<file path="src/hw/dbw_regs.vh">
`ifndef DBW_REGS_VH
`define DBW_REGS_VH
// ----------------------------------------
// Register indices
// ----------------------------------------
`define DBW_CAUSE_IDX 8'h15
`define DBW_INFO_IDX 8'h16
`define DBW_STOP_IDX 8'h18
`define DBW_SCRATCH_IDX 8'h20
`define DBW_IBA_IDX 8'h30
`define DBW_IBC_IDX 8'h40
`define DBW_DWA_IDX 8'h50
`define DBW_DWB_IDX 8'h60
`define DBW_DWC_IDX 8'h70
`define DBW_RWM_IDX 8'h80
`define DBW_RWV_IDX 8'h90
`define DBW_RWC_IDX 8'h9C
`define DBW_MODE_IDX 8'hA0
// ----------------------------------------
// Fields
// ----------------------------------------
`define DBW_CTL_EN 0
`define DBW_CTL_COND 1
`define DBW_CTL_LOAD 2
`define DBW_CTL_THR_LO 16
`define DBW_CTL_THR_HI 23
`define DBW_CAUSE_LO 0
`define DBW_CAUSE_HI 2
`define DBW_THR_LO 8
`define DBW_THR_HI 15
`define DBW_NUM_LO 16
`define DBW_NUM_HI 17
`define DBW_IBC_MASK 32'h00FF0003
`define DBW_DWC_MASK 32'h00FF0007
`define DBW_RWC_MASK 32'h00FF0003
// ----------------------------------------
// Cause codes and reset values
// ----------------------------------------
`define DBW_CAUSE_HOST 3'h1
`define DBW_CAUSE_DEBUG_CALL_INSTRUCTION 3'h2
`define DBW_CAUSE_IBRK 3'h3
`define DBW_CAUSE_DWATCH 3'h4
`define DBW_CAUSE_RWATCH 3'h5
`define DBW_RST_CTL 32'h00000000
`define DBW_RST_WORD 32'h00000000
`endif

</file>
<file path="src/hw/dbw_unit.v">
// Summary of operation
// RULE1: Cause code: 1 host, 2 debug call, 3 instr, 4 data, 5 resource.
// RULE2: Two-bit trigger index, zero for host request or debug call.
// RULE3: Several triggers at once report the lowest index.
// RULE4: Eight-bit thread number recorded, zero for host request.
// RULE5: Info word takes data address or resource identifier on hit.
// RULE6: Stop mask holds set threads when out of debug mode.
// RULE7: Eight scratch words, shared with the tile configuration port.
// RULE8: Four instruction breakpoints each with own address raise interrupt.
// RULE9: Condition bit 0 means PC equal, 1 means PC different.
// RULE10: Per-thread enable field in every control, controls reset zero.
// RULE11: Control bit 0 enables each trigger, resets disabled.
// RULE12: Four data watchpoints with address A and address B.
// RULE13: Data watchpoints fire on loads only when control bit 2 set.
// RULE14: Data conditions joined by AND if bit 1 clear, OR if set.
// RULE15: Four resource watchpoints with mask and value registers.
// RULE16: Resource bit 1 picks condition A or condition B.
// RULE17: Condition A masked id equals value, B masked id differs.
// RULE18: Data condition A address at least A, B address at most B.
// RULE19: Software uses status set and get instructions for this group.
//
// Strobed register access was chosen for this implementation.
`timescale 1ns/10ps
`include "dbw_regs.vh"
module dbw_unit #(
    parameter NTHR = 8
) (
    // Clock and reset
    input wire i_clk,
    input wire i_resetn,
    // Register port
    input wire [7:0] i_addr,
    input wire [31:0] i_wdata,
    input wire i_wr,
    input wire i_rd,
    output reg [31:0] o_rdata,
    // Tile configuration scratch port
    input wire [2:0] i_cfg_addr,
    input wire [31:0] i_cfg_wdata,
    input wire i_cfg_wr,
    output reg [31:0] o_cfg_rdata,
    // Pipeline instruction stream
    input wire i_pc_valid,
    input wire [31:0] i_pc,
    input wire [7:0] i_pc_thread,
    input wire i_debug_call_instruction,
    // Pipeline memory stream
    input wire i_mem_valid,
    input wire i_mem_load,
    input wire [31:0] i_mem_addr,
    input wire [7:0] i_mem_thread,
    // Pipeline resource stream
    input wire i_res_valid,
    input wire [31:0] i_res_id,
    input wire [7:0] i_res_thread,
    // Host request and debug state
    input wire i_host_req,
    input wire i_debug_exit,
    // Outputs
    output wire o_debug_irq,
    output reg o_debug_mode,
    output wire [NTHR-1:0] o_thread_stop
);
    // ----------------------------------------
    // Storage
    // ----------------------------------------
    reg [31:0] iba_reg [0:3];
    reg [31:0] ibc_reg [0:3];
    reg [31:0] dwa_reg [0:3];
    reg [31:0] dwb_reg [0:3];
    reg [31:0] dwc_reg [0:3];
    reg [31:0] rwm_reg [0:3];
    reg [31:0] rwv_reg [0:3];
    reg [31:0] rwc_reg [0:3];
    reg [31:0] scratch_reg [0:7];
    reg [2:0] cause_reg;
    reg [7:0] thr_reg;
    reg [1:0] num_reg;
    reg [31:0] info_reg;
    reg [7:0] stop_reg;
    reg [31:0] rdata_next;
    reg [3:0] ib_hit;
    reg [3:0] dw_hit;
    reg [3:0] rw_hit;
    reg dw_ca;
    reg dw_cb;
    reg rw_eq;
    integer k;
    integer j;

    // ----------------------------------------
    // Helpers
    // ----------------------------------------
    function thr_en;
        input [31:0] ctl;
        input [7:0] thr;
        begin
            // Thread enable
            thr_en = (thr < 8'h08) ? ctl[`DBW_CTL_THR_LO + thr[2:0]] : 1'b0;
        end
    endfunction

    function [1:0] low_idx;
        input [3:0] hits;
        begin
            // Lowest index
            if (hits[0]) begin
                low_idx = 2'h0;
            end else if (hits[1]) begin
                low_idx = 2'h1;
            end else if (hits[2]) begin
                low_idx = 2'h2;
            end else begin
                low_idx = 2'h3;
            end
        end
    endfunction

    function blk4;
        input [7:0] addr;
        input [7:0] base;
        begin
            // Four-word window
            blk4 = (addr[7:2] == base[7:2]);
        end
    endfunction

    function blk8;
        input [7:0] addr;
        input [7:0] base;
        begin
            // Eight-word window
            blk8 = (addr[7:3] == base[7:3]);
        end
    endfunction

    // ----------------------------------------
    // Trigger compare
    // ----------------------------------------
    always @* begin
        ib_hit = 4'h0;
        dw_hit = 4'h0;
        rw_hit = 4'h0;
        dw_ca = 1'b0;
        dw_cb = 1'b0;
        rw_eq = 1'b0;
        for (k = 0; k < 4; k = k + 1) begin
            // RULE8: RULE9: RULE10: RULE11: Instruction match
            ib_hit[k] = i_pc_valid && ibc_reg[k][`DBW_CTL_EN] && thr_en(ibc_reg[k], i_pc_thread) &&
                ((i_pc == iba_reg[k]) ^ ibc_reg[k][`DBW_CTL_COND]);
            // RULE18: Address bounds
            dw_ca = i_mem_addr >= dwa_reg[k];
            dw_cb = i_mem_addr <= dwb_reg[k];
            // RULE12: RULE13: RULE14: Data match
            dw_hit[k] = i_mem_valid && i_mem_load && dwc_reg[k][`DBW_CTL_LOAD] && dwc_reg[k][`DBW_CTL_EN] &&
                thr_en(dwc_reg[k], i_mem_thread) &&
                (dwc_reg[k][`DBW_CTL_COND] ? (dw_ca | dw_cb) : (dw_ca & dw_cb));
            // RULE17: Masked compare
            rw_eq = (i_res_id & rwm_reg[k]) == (rwv_reg[k] & rwm_reg[k]);
            // RULE15: RULE16: Resource match
            rw_hit[k] = i_res_valid && rwc_reg[k][`DBW_CTL_EN] && thr_en(rwc_reg[k], i_res_thread) &&
                (rwc_reg[k][`DBW_CTL_COND] ? !rw_eq : rw_eq);
        end
    end

    wire any_trig = !o_debug_mode && (i_host_req || i_debug_call_instruction || (|ib_hit) ||
        (|dw_hit) || (|rw_hit));
    assign o_debug_irq = any_trig;
    // RULE6: Thread stop
    assign o_thread_stop = o_debug_mode ? {NTHR{1'b0}} : stop_reg[NTHR-1:0];

    // ----------------------------------------
    // Registers and capture
    // ----------------------------------------
    always @(posedge i_clk or negedge i_resetn) begin
        if (!i_resetn) begin
            for (j = 0; j < 4; j = j + 1) begin
                iba_reg[j] <= `DBW_RST_WORD;
                ibc_reg[j] <= `DBW_RST_CTL;
                dwa_reg[j] <= `DBW_RST_WORD;
                dwb_reg[j] <= `DBW_RST_WORD;
                dwc_reg[j] <= `DBW_RST_CTL;
                rwm_reg[j] <= `DBW_RST_WORD;
                rwv_reg[j] <= `DBW_RST_WORD;
                rwc_reg[j] <= `DBW_RST_CTL;
            end
            for (j = 0; j < 8; j = j + 1) begin
                scratch_reg[j] <= `DBW_RST_WORD;
            end
            cause_reg <= 3'h0;
            thr_reg <= 8'h00;
            num_reg <= 2'h0;
            info_reg <= `DBW_RST_WORD;
            stop_reg <= 8'h00;
            o_debug_mode <= 1'b0;
        end else begin
            if (i_wr) begin
                case (i_addr)
                    // Software write of cause fields
                    `DBW_CAUSE_IDX: begin
                        cause_reg <= i_wdata[`DBW_CAUSE_HI:`DBW_CAUSE_LO];
                        thr_reg <= i_wdata[`DBW_THR_HI:`DBW_THR_LO];
                        num_reg <= i_wdata[`DBW_NUM_HI:`DBW_NUM_LO];
                    end
                    `DBW_INFO_IDX: begin
                        info_reg <= i_wdata;
                    end
                    // RULE6: Stop mask write
                    `DBW_STOP_IDX: begin
                        stop_reg <= i_wdata[7:0];
                    end
                    default: begin
                        // RULE7: Scratch write
                        if (blk8(i_addr, `DBW_SCRATCH_IDX)) begin
                            scratch_reg[i_addr[2:0]] <= i_wdata;
                        end
                        // RULE8: Breakpoint address
                        if (blk4(i_addr, `DBW_IBA_IDX)) begin
                            iba_reg[i_addr[1:0]] <= i_wdata;
                        end
                        // RULE10: RULE11: Breakpoint control
                        if (blk4(i_addr, `DBW_IBC_IDX)) begin
                            ibc_reg[i_addr[1:0]] <= i_wdata & `DBW_IBC_MASK;
                        end
                        // RULE12: Data addresses
                        if (blk4(i_addr, `DBW_DWA_IDX)) begin
                            dwa_reg[i_addr[1:0]] <= i_wdata;
                        end
                        if (blk4(i_addr, `DBW_DWB_IDX)) begin
                            dwb_reg[i_addr[1:0]] <= i_wdata;
                        end
                        // RULE13: RULE14: Data control
                        if (blk4(i_addr, `DBW_DWC_IDX)) begin
                            dwc_reg[i_addr[1:0]] <= i_wdata & `DBW_DWC_MASK;
                        end
                        // RULE15: Resource mask value
                        if (blk4(i_addr, `DBW_RWM_IDX)) begin
                            rwm_reg[i_addr[1:0]] <= i_wdata;
                        end
                        if (blk4(i_addr, `DBW_RWV_IDX)) begin
                            rwv_reg[i_addr[1:0]] <= i_wdata;
                        end
                        // RULE16: Resource control
                        if (blk4(i_addr, `DBW_RWC_IDX)) begin
                            rwc_reg[i_addr[1:0]] <= i_wdata & `DBW_RWC_MASK;
                        end
                    end
                endcase
            end
            // RULE7: Shared scratch
            if (i_cfg_wr && !(i_wr && blk8(i_addr, `DBW_SCRATCH_IDX) && i_addr[2:0] == i_cfg_addr)) begin
                scratch_reg[i_cfg_addr] <= i_cfg_wdata;
            end
            // RULE6: Return from debug
            if (i_debug_exit) begin
                o_debug_mode <= 1'b0;
            end
            // Capture wins over software write
            if (any_trig) begin
                o_debug_mode <= 1'b1;
                // RULE1: RULE2: RULE4: Host and call
                if (i_host_req) begin
                    cause_reg <= `DBW_CAUSE_HOST;
                    thr_reg <= 8'h00;
                    num_reg <= 2'h0;
                end else if (i_debug_call_instruction) begin
                    cause_reg <= `DBW_CAUSE_DEBUG_CALL_INSTRUCTION;
                    thr_reg <= i_pc_thread;
                    num_reg <= 2'h0;
                end else if (|ib_hit) begin
                    // RULE3: Lowest index
                    cause_reg <= `DBW_CAUSE_IBRK;
                    thr_reg <= i_pc_thread;
                    num_reg <= low_idx(ib_hit);
                end else if (|dw_hit) begin
                    // RULE5: Data address
                    cause_reg <= `DBW_CAUSE_DWATCH;
                    thr_reg <= i_mem_thread;
                    num_reg <= low_idx(dw_hit);
                    info_reg <= i_mem_addr;
                end else begin
                    // RULE5: Resource id
                    cause_reg <= `DBW_CAUSE_RWATCH;
                    thr_reg <= i_res_thread;
                    num_reg <= low_idx(rw_hit);
                    info_reg <= i_res_id;
                end
            end
        end
    end

    // ----------------------------------------
    // Read path
    // ----------------------------------------
    always @* begin
        rdata_next = 32'h00000000;
        case (i_addr)
            `DBW_CAUSE_IDX: rdata_next = {14'h0, num_reg, thr_reg, 5'h00, cause_reg};
            `DBW_INFO_IDX: rdata_next = info_reg;
            `DBW_STOP_IDX: rdata_next = {24'h000000, stop_reg};
            `DBW_MODE_IDX: rdata_next = {31'h0, o_debug_mode};
            default: begin
                // RULE7: Scratch readback
                if (blk8(i_addr, `DBW_SCRATCH_IDX)) begin
                    rdata_next = scratch_reg[i_addr[2:0]];
                end
                // RULE8: Breakpoint readback
                if (blk4(i_addr, `DBW_IBA_IDX)) begin
                    rdata_next = iba_reg[i_addr[1:0]];
                end
                // RULE10: Control readback
                if (blk4(i_addr, `DBW_IBC_IDX)) begin
                    rdata_next = ibc_reg[i_addr[1:0]];
                end
                // RULE12: Watch readback
                if (blk4(i_addr, `DBW_DWA_IDX)) begin
                    rdata_next = dwa_reg[i_addr[1:0]];
                end
                if (blk4(i_addr, `DBW_DWB_IDX)) begin
                    rdata_next = dwb_reg[i_addr[1:0]];
                end
                if (blk4(i_addr, `DBW_DWC_IDX)) begin
                    rdata_next = dwc_reg[i_addr[1:0]];
                end
                if (blk4(i_addr, `DBW_RWM_IDX)) begin
                    rdata_next = rwm_reg[i_addr[1:0]];
                end
                if (blk4(i_addr, `DBW_RWV_IDX)) begin
                    rdata_next = rwv_reg[i_addr[1:0]];
                end
                if (blk4(i_addr, `DBW_RWC_IDX)) begin
                    rdata_next = rwc_reg[i_addr[1:0]];
                end
            end
        endcase
    end

    // Registered read data
    always @(posedge i_clk or negedge i_resetn) begin
        if (!i_resetn) begin
            o_rdata <= 32'h00000000;
            o_cfg_rdata <= 32'h00000000;
        end else begin
            o_rdata <= i_rd ? rdata_next : 32'h00000000;
            o_cfg_rdata <= scratch_reg[i_cfg_addr];
        end
    end
endmodule

</file>
<file path="config.mk">
export PLATFORM = sky130hd
export DESIGN_NAME = dbw_unit
export DESIGN_NICKNAME = d
export VERILOG_FILES = /design/src/hw/dbw_unit.v
export VERILOG_INCLUDE_DIRS = /design/src /design/src/hw
export SDC_FILE = /design/constraint.sdc
export NUM_CORES = 2
export LEC_CHECK = 0
export ABC_AREA = 1
export BUFFER_PORTS_ARGS = -buffer_cell sky130_fd_sc_hd__buf_4
export CAP_MARGIN = 20
export CORE_ASPECT_RATIO = 1.25
export CORE_MARGIN = 2
export CORE_UTILIZATION = 35
export DETAILED_ROUTE_END_ITERATION = 10
export GPL_ROUTABILITY_DRIVEN = 0
export MAX_ROUTING_LAYER = met4
export PLACE_DENSITY = 0.54
export REMOVE_ABC_BUFFERS = 1
export SYNTH_ARGS = -nofsm -noshare
export SYNTH_HDL_FRONTEND = slang
export SYNTH_SLANG_ARGS = --single-unit
export TNS_END_PERCENT = 20
</file>
<file path="constraint.sdc">
create_clock -name i_clk -period 3.4 [get_ports i_clk]
set_input_delay 0.51 -clock i_clk [delete_from_list [all_inputs] [get_ports i_clk]]
set_output_delay 0.51 -clock i_clk [all_outputs]
set_load 0.005 [all_outputs]
</file>
==> flow_summary.yaml <==
power:
  comb_power_share_pct: 17.9
  ir_drop_mv: 0.5048
  intPower_mw: 26.22
  p_switching_mw: 11.28
  power_leakage_nw: 34.88
  power_density_nw_per_um2: 478.1
  switching_share_pct: 30.08
  power_frac_clock_pct: 39.8
  seqPwrFrac_pct: 42.3
drt:
  drc_errors: 0
  final_antenna_net_count: 0
  drtIter0Drc: 7646
  avgViaCountPerCell: 5.540
  avgRoutedWirePerCell_um: 23.69
  vias: 63870
  firstDrtPassIters: 7
  drt-total-wl_um: 273100
floorplan:
  die_w_um: 392.3
  fp.coreArea_um2: 187700
  start_util_pct: 35.14
  rows: 178
  dieArea_um2: 192000
  pin_count: 281
  die_h_um: 489.4
critical_path:
  crit_arrival_ps: 3070
  end_kind: "output pin"
  path_cells: "inv_2 > ha_4 > nand2_1 > nor2_1 > nand4_1 > buf_4 > nor3_4 > nand2_1 > nand3_1 > nand2_1 > inv_1 > nand2_1 > nand2_1 > nand2_2 > nor2_4 > a21oi_4 > buf_6"
  start_kind: "flip-flop"
  cp_max_fo: 3
  crit_required_ps: 2890
  critPathMaxStageDelay_ps: 420
  critPathKind: "flip-flop to output pin"
  cp_slowest_cell: "dfrtp_1"
  cpMostUsedCell: "nand2_1"
timing:
  setup_violations: 1
  setup_ws_ps: -179.3
  worstMarginPinSlew_ps: 1142
  tns_ps: -179.3
  skew_ps: 33.34
  hold_viol_final: 0
  fmax_mhz: 279.4
  maxSlewViolCount: 0
  post-route-period-util_pct: 105.3
  slew_headroom_pct: 23.38
  fin_crit_ps: 3579
  rsz0062_at_grt: "true"
clock_tree:
  cts_max_level: 4
  cts.path.max_buffers: 3
  clk_latency_ps: 830
  cts-root-buf: "clkbuf_16"
  cts_inserted_buffers: 131
  clock_sinks: 1138
  cts_tree: "built"
  cts.clk_slew.worst_paths_ps: 60
synthesis:
  yosysSeqAreaShare_pct: 43.16
  async_flop_share_pct: 100.0
  yosysUniqueCellTypes: 62
  synth_top_cell_by_area: "dfrtp_1"
  yosys.area.top_type_share_pct: 43.16
  synthTopCellsByArea: "dfrtp_1 43%, nand2_1 13%, o21ai_0 10%, ha_1 4.9%, inv_1 4.2%"
  netlist_area_um2: 65970
  ys.flop_type: "dfrtp_1"
  synth_edf_count: 0
  yosys_warnings: 0
  avgSynthCellArea_um2: 7.673
  ys_ff_latch: 1138
  syn_inst: 8598
global_routing:
  grt_pass1_wl_um: 401900
  grt_max_degree: 106
  grt_usage_pct: 28.87
  first_global_vias: 60670
  antenna_found_initial: 38
  overflow: 0
layout:
  syn_to_final_growth_pct: 18.88
  largest_register_ffs: 256
  instances_no_fill: 11530
  final_nets: 9341
  final_area_um2: 78430
  layout-drive-gt1-share_pct: 13.29
job:
  max-cap-violations: 0
placement:
  pre_cts_slack_ps: -46.66
  hpwl_um: 195600
  place_area_um2: 72500
  io_buffers: 280
  numPlacedInstances: 11180
min_path:
  hold_path_class: "primary input to flip-flop"
run_status:
  status: "complete, but fails checks"
  violations: "setup timing"
routing by layer:
layer / share of wire (%) / GRT usage, % / wire length (µm)
met2: 45 / 43.74 / 122900
met5: 0 / - / 0
met3: 8.5 / 5.635 / 23340
met4: 4.9 / 13.75 / 13420
met1: 42 / 37.01 / 113500
final timing paths:
kind / start / end / slack, ps / cells after the start
worst max-delay path: dwb_reg[23] / o_debug_irq / -180 / 17
min in group asynchronous: i_resetn / scratch_reg[218] / 340 / 2
max in group asynchronous: i_resetn / dwb_reg[57] / 1930 / 3
worst min-delay path: i_wdata[18] / scratch_reg[242] / 50 / 3
worst min register to register: rwc_reg[85] / rwc_reg[85] / 480 / 2
worst max register to register: dwb_reg[23] / num_reg[0] / 430 / 23
metrics by stage:
| step | utilization (%) | power, mW | hold WS [ps] |
|---|---|---|---|
| CTS | 41.47 | 37.59 | 3.588 |
| global route | 41.77 | 39.14 | 34.33 |
| finish | 41.78 | 37.50 | 46.28 |
| global placement | 38.61 | 22.32 | 466.2 |
| floorplan | - | 19.50 | 214.4 |
| detailed placement | 38.61 | 22.47 | 472.5 |
critical path: cells and delay by family (launching register included):
family                     cells  cell delay (ps)
buffers and inverters          4              510
and+or+nand+nor               11              980
adders and majority gates      1              280
DFF                            1              420
AOI/OAI and AO/OA              1               70
kinds of logic after synthesis:
kind of cell,share of synthesized area (%)
and+or+nand+nor,18.85
AOI/OAI and AO/OA,23.38
buffers and inverters,8.398
DFF,43.16
adders and majority gates,4.855
xor gates and xnor gates,1.354
repair_timing:
action / CTS / global route
hold endpoints to repair: 118 / 0
hold buffers: 48 / 0
endpoints found under the setup margin: 1 / 1
setup buffers: 15 / 27
pin swaps: 31 / 39
resized for setup: 105 / 69
power groups by stage:
stage / combinational (mW) / clock, mW / sequential [mW]
after floorplan: 3.74 / 0 / 15.8
after global placement: 6.30 / 0 / 16.0
after detailed placement: 6.42 / 0 / 16.0
after CTS: 6.59 / 15.2 / 15.8
after global routing: 7.47 / 15.7 / 16.0
final: 6.72 / 14.9 / 15.9
synth_stat cells (127+ instances only):
library cell,n
a21oi_1,372
ha_1,256
o211ai_1,127
o21ai_0,1379
inv_1,738
nand3_1,182
nor2_1,402
o21a_1,141
dfrtp_1,1138
o22ai_1,313
nand2_1,2279
buf_2,169
clkbuf_1,339
cells in the final DEF, fill, tap and decap left out, drive strengths merged, types with 41 or more instances in the layout:
cell type,Yosys,routed
dlygate4sd3,0,48
nor3,53,53
o21a,141,141
ha,256,256
or2,55,55
nand4,41,41
nand2,2283,2283
nor2,419,419
clkbuf,342,192
o2111ai,92,92
dfrtp,1138,1138
o22ai,313,313
buf,254,695
nand3,200,200
a21oi,373,373
o211ai,127,127
inv,750,759
xnor2,96,96
o21ai,1469,1469
cell type report:
class,instances,area (µm²)
Fill cell,18990,109300
Sequential cell,1138,28480
Timing Repair Buffer,743,6680
Tap cell,2520,3153
Clock buffer,192,3821
Inverter,763,2875
Antenna cell,30,75.07
Multi-Input combinational cell,6101,32770
Clock inverter,41,581.8
Note: power is estimated with default switching activity, not from simulation.
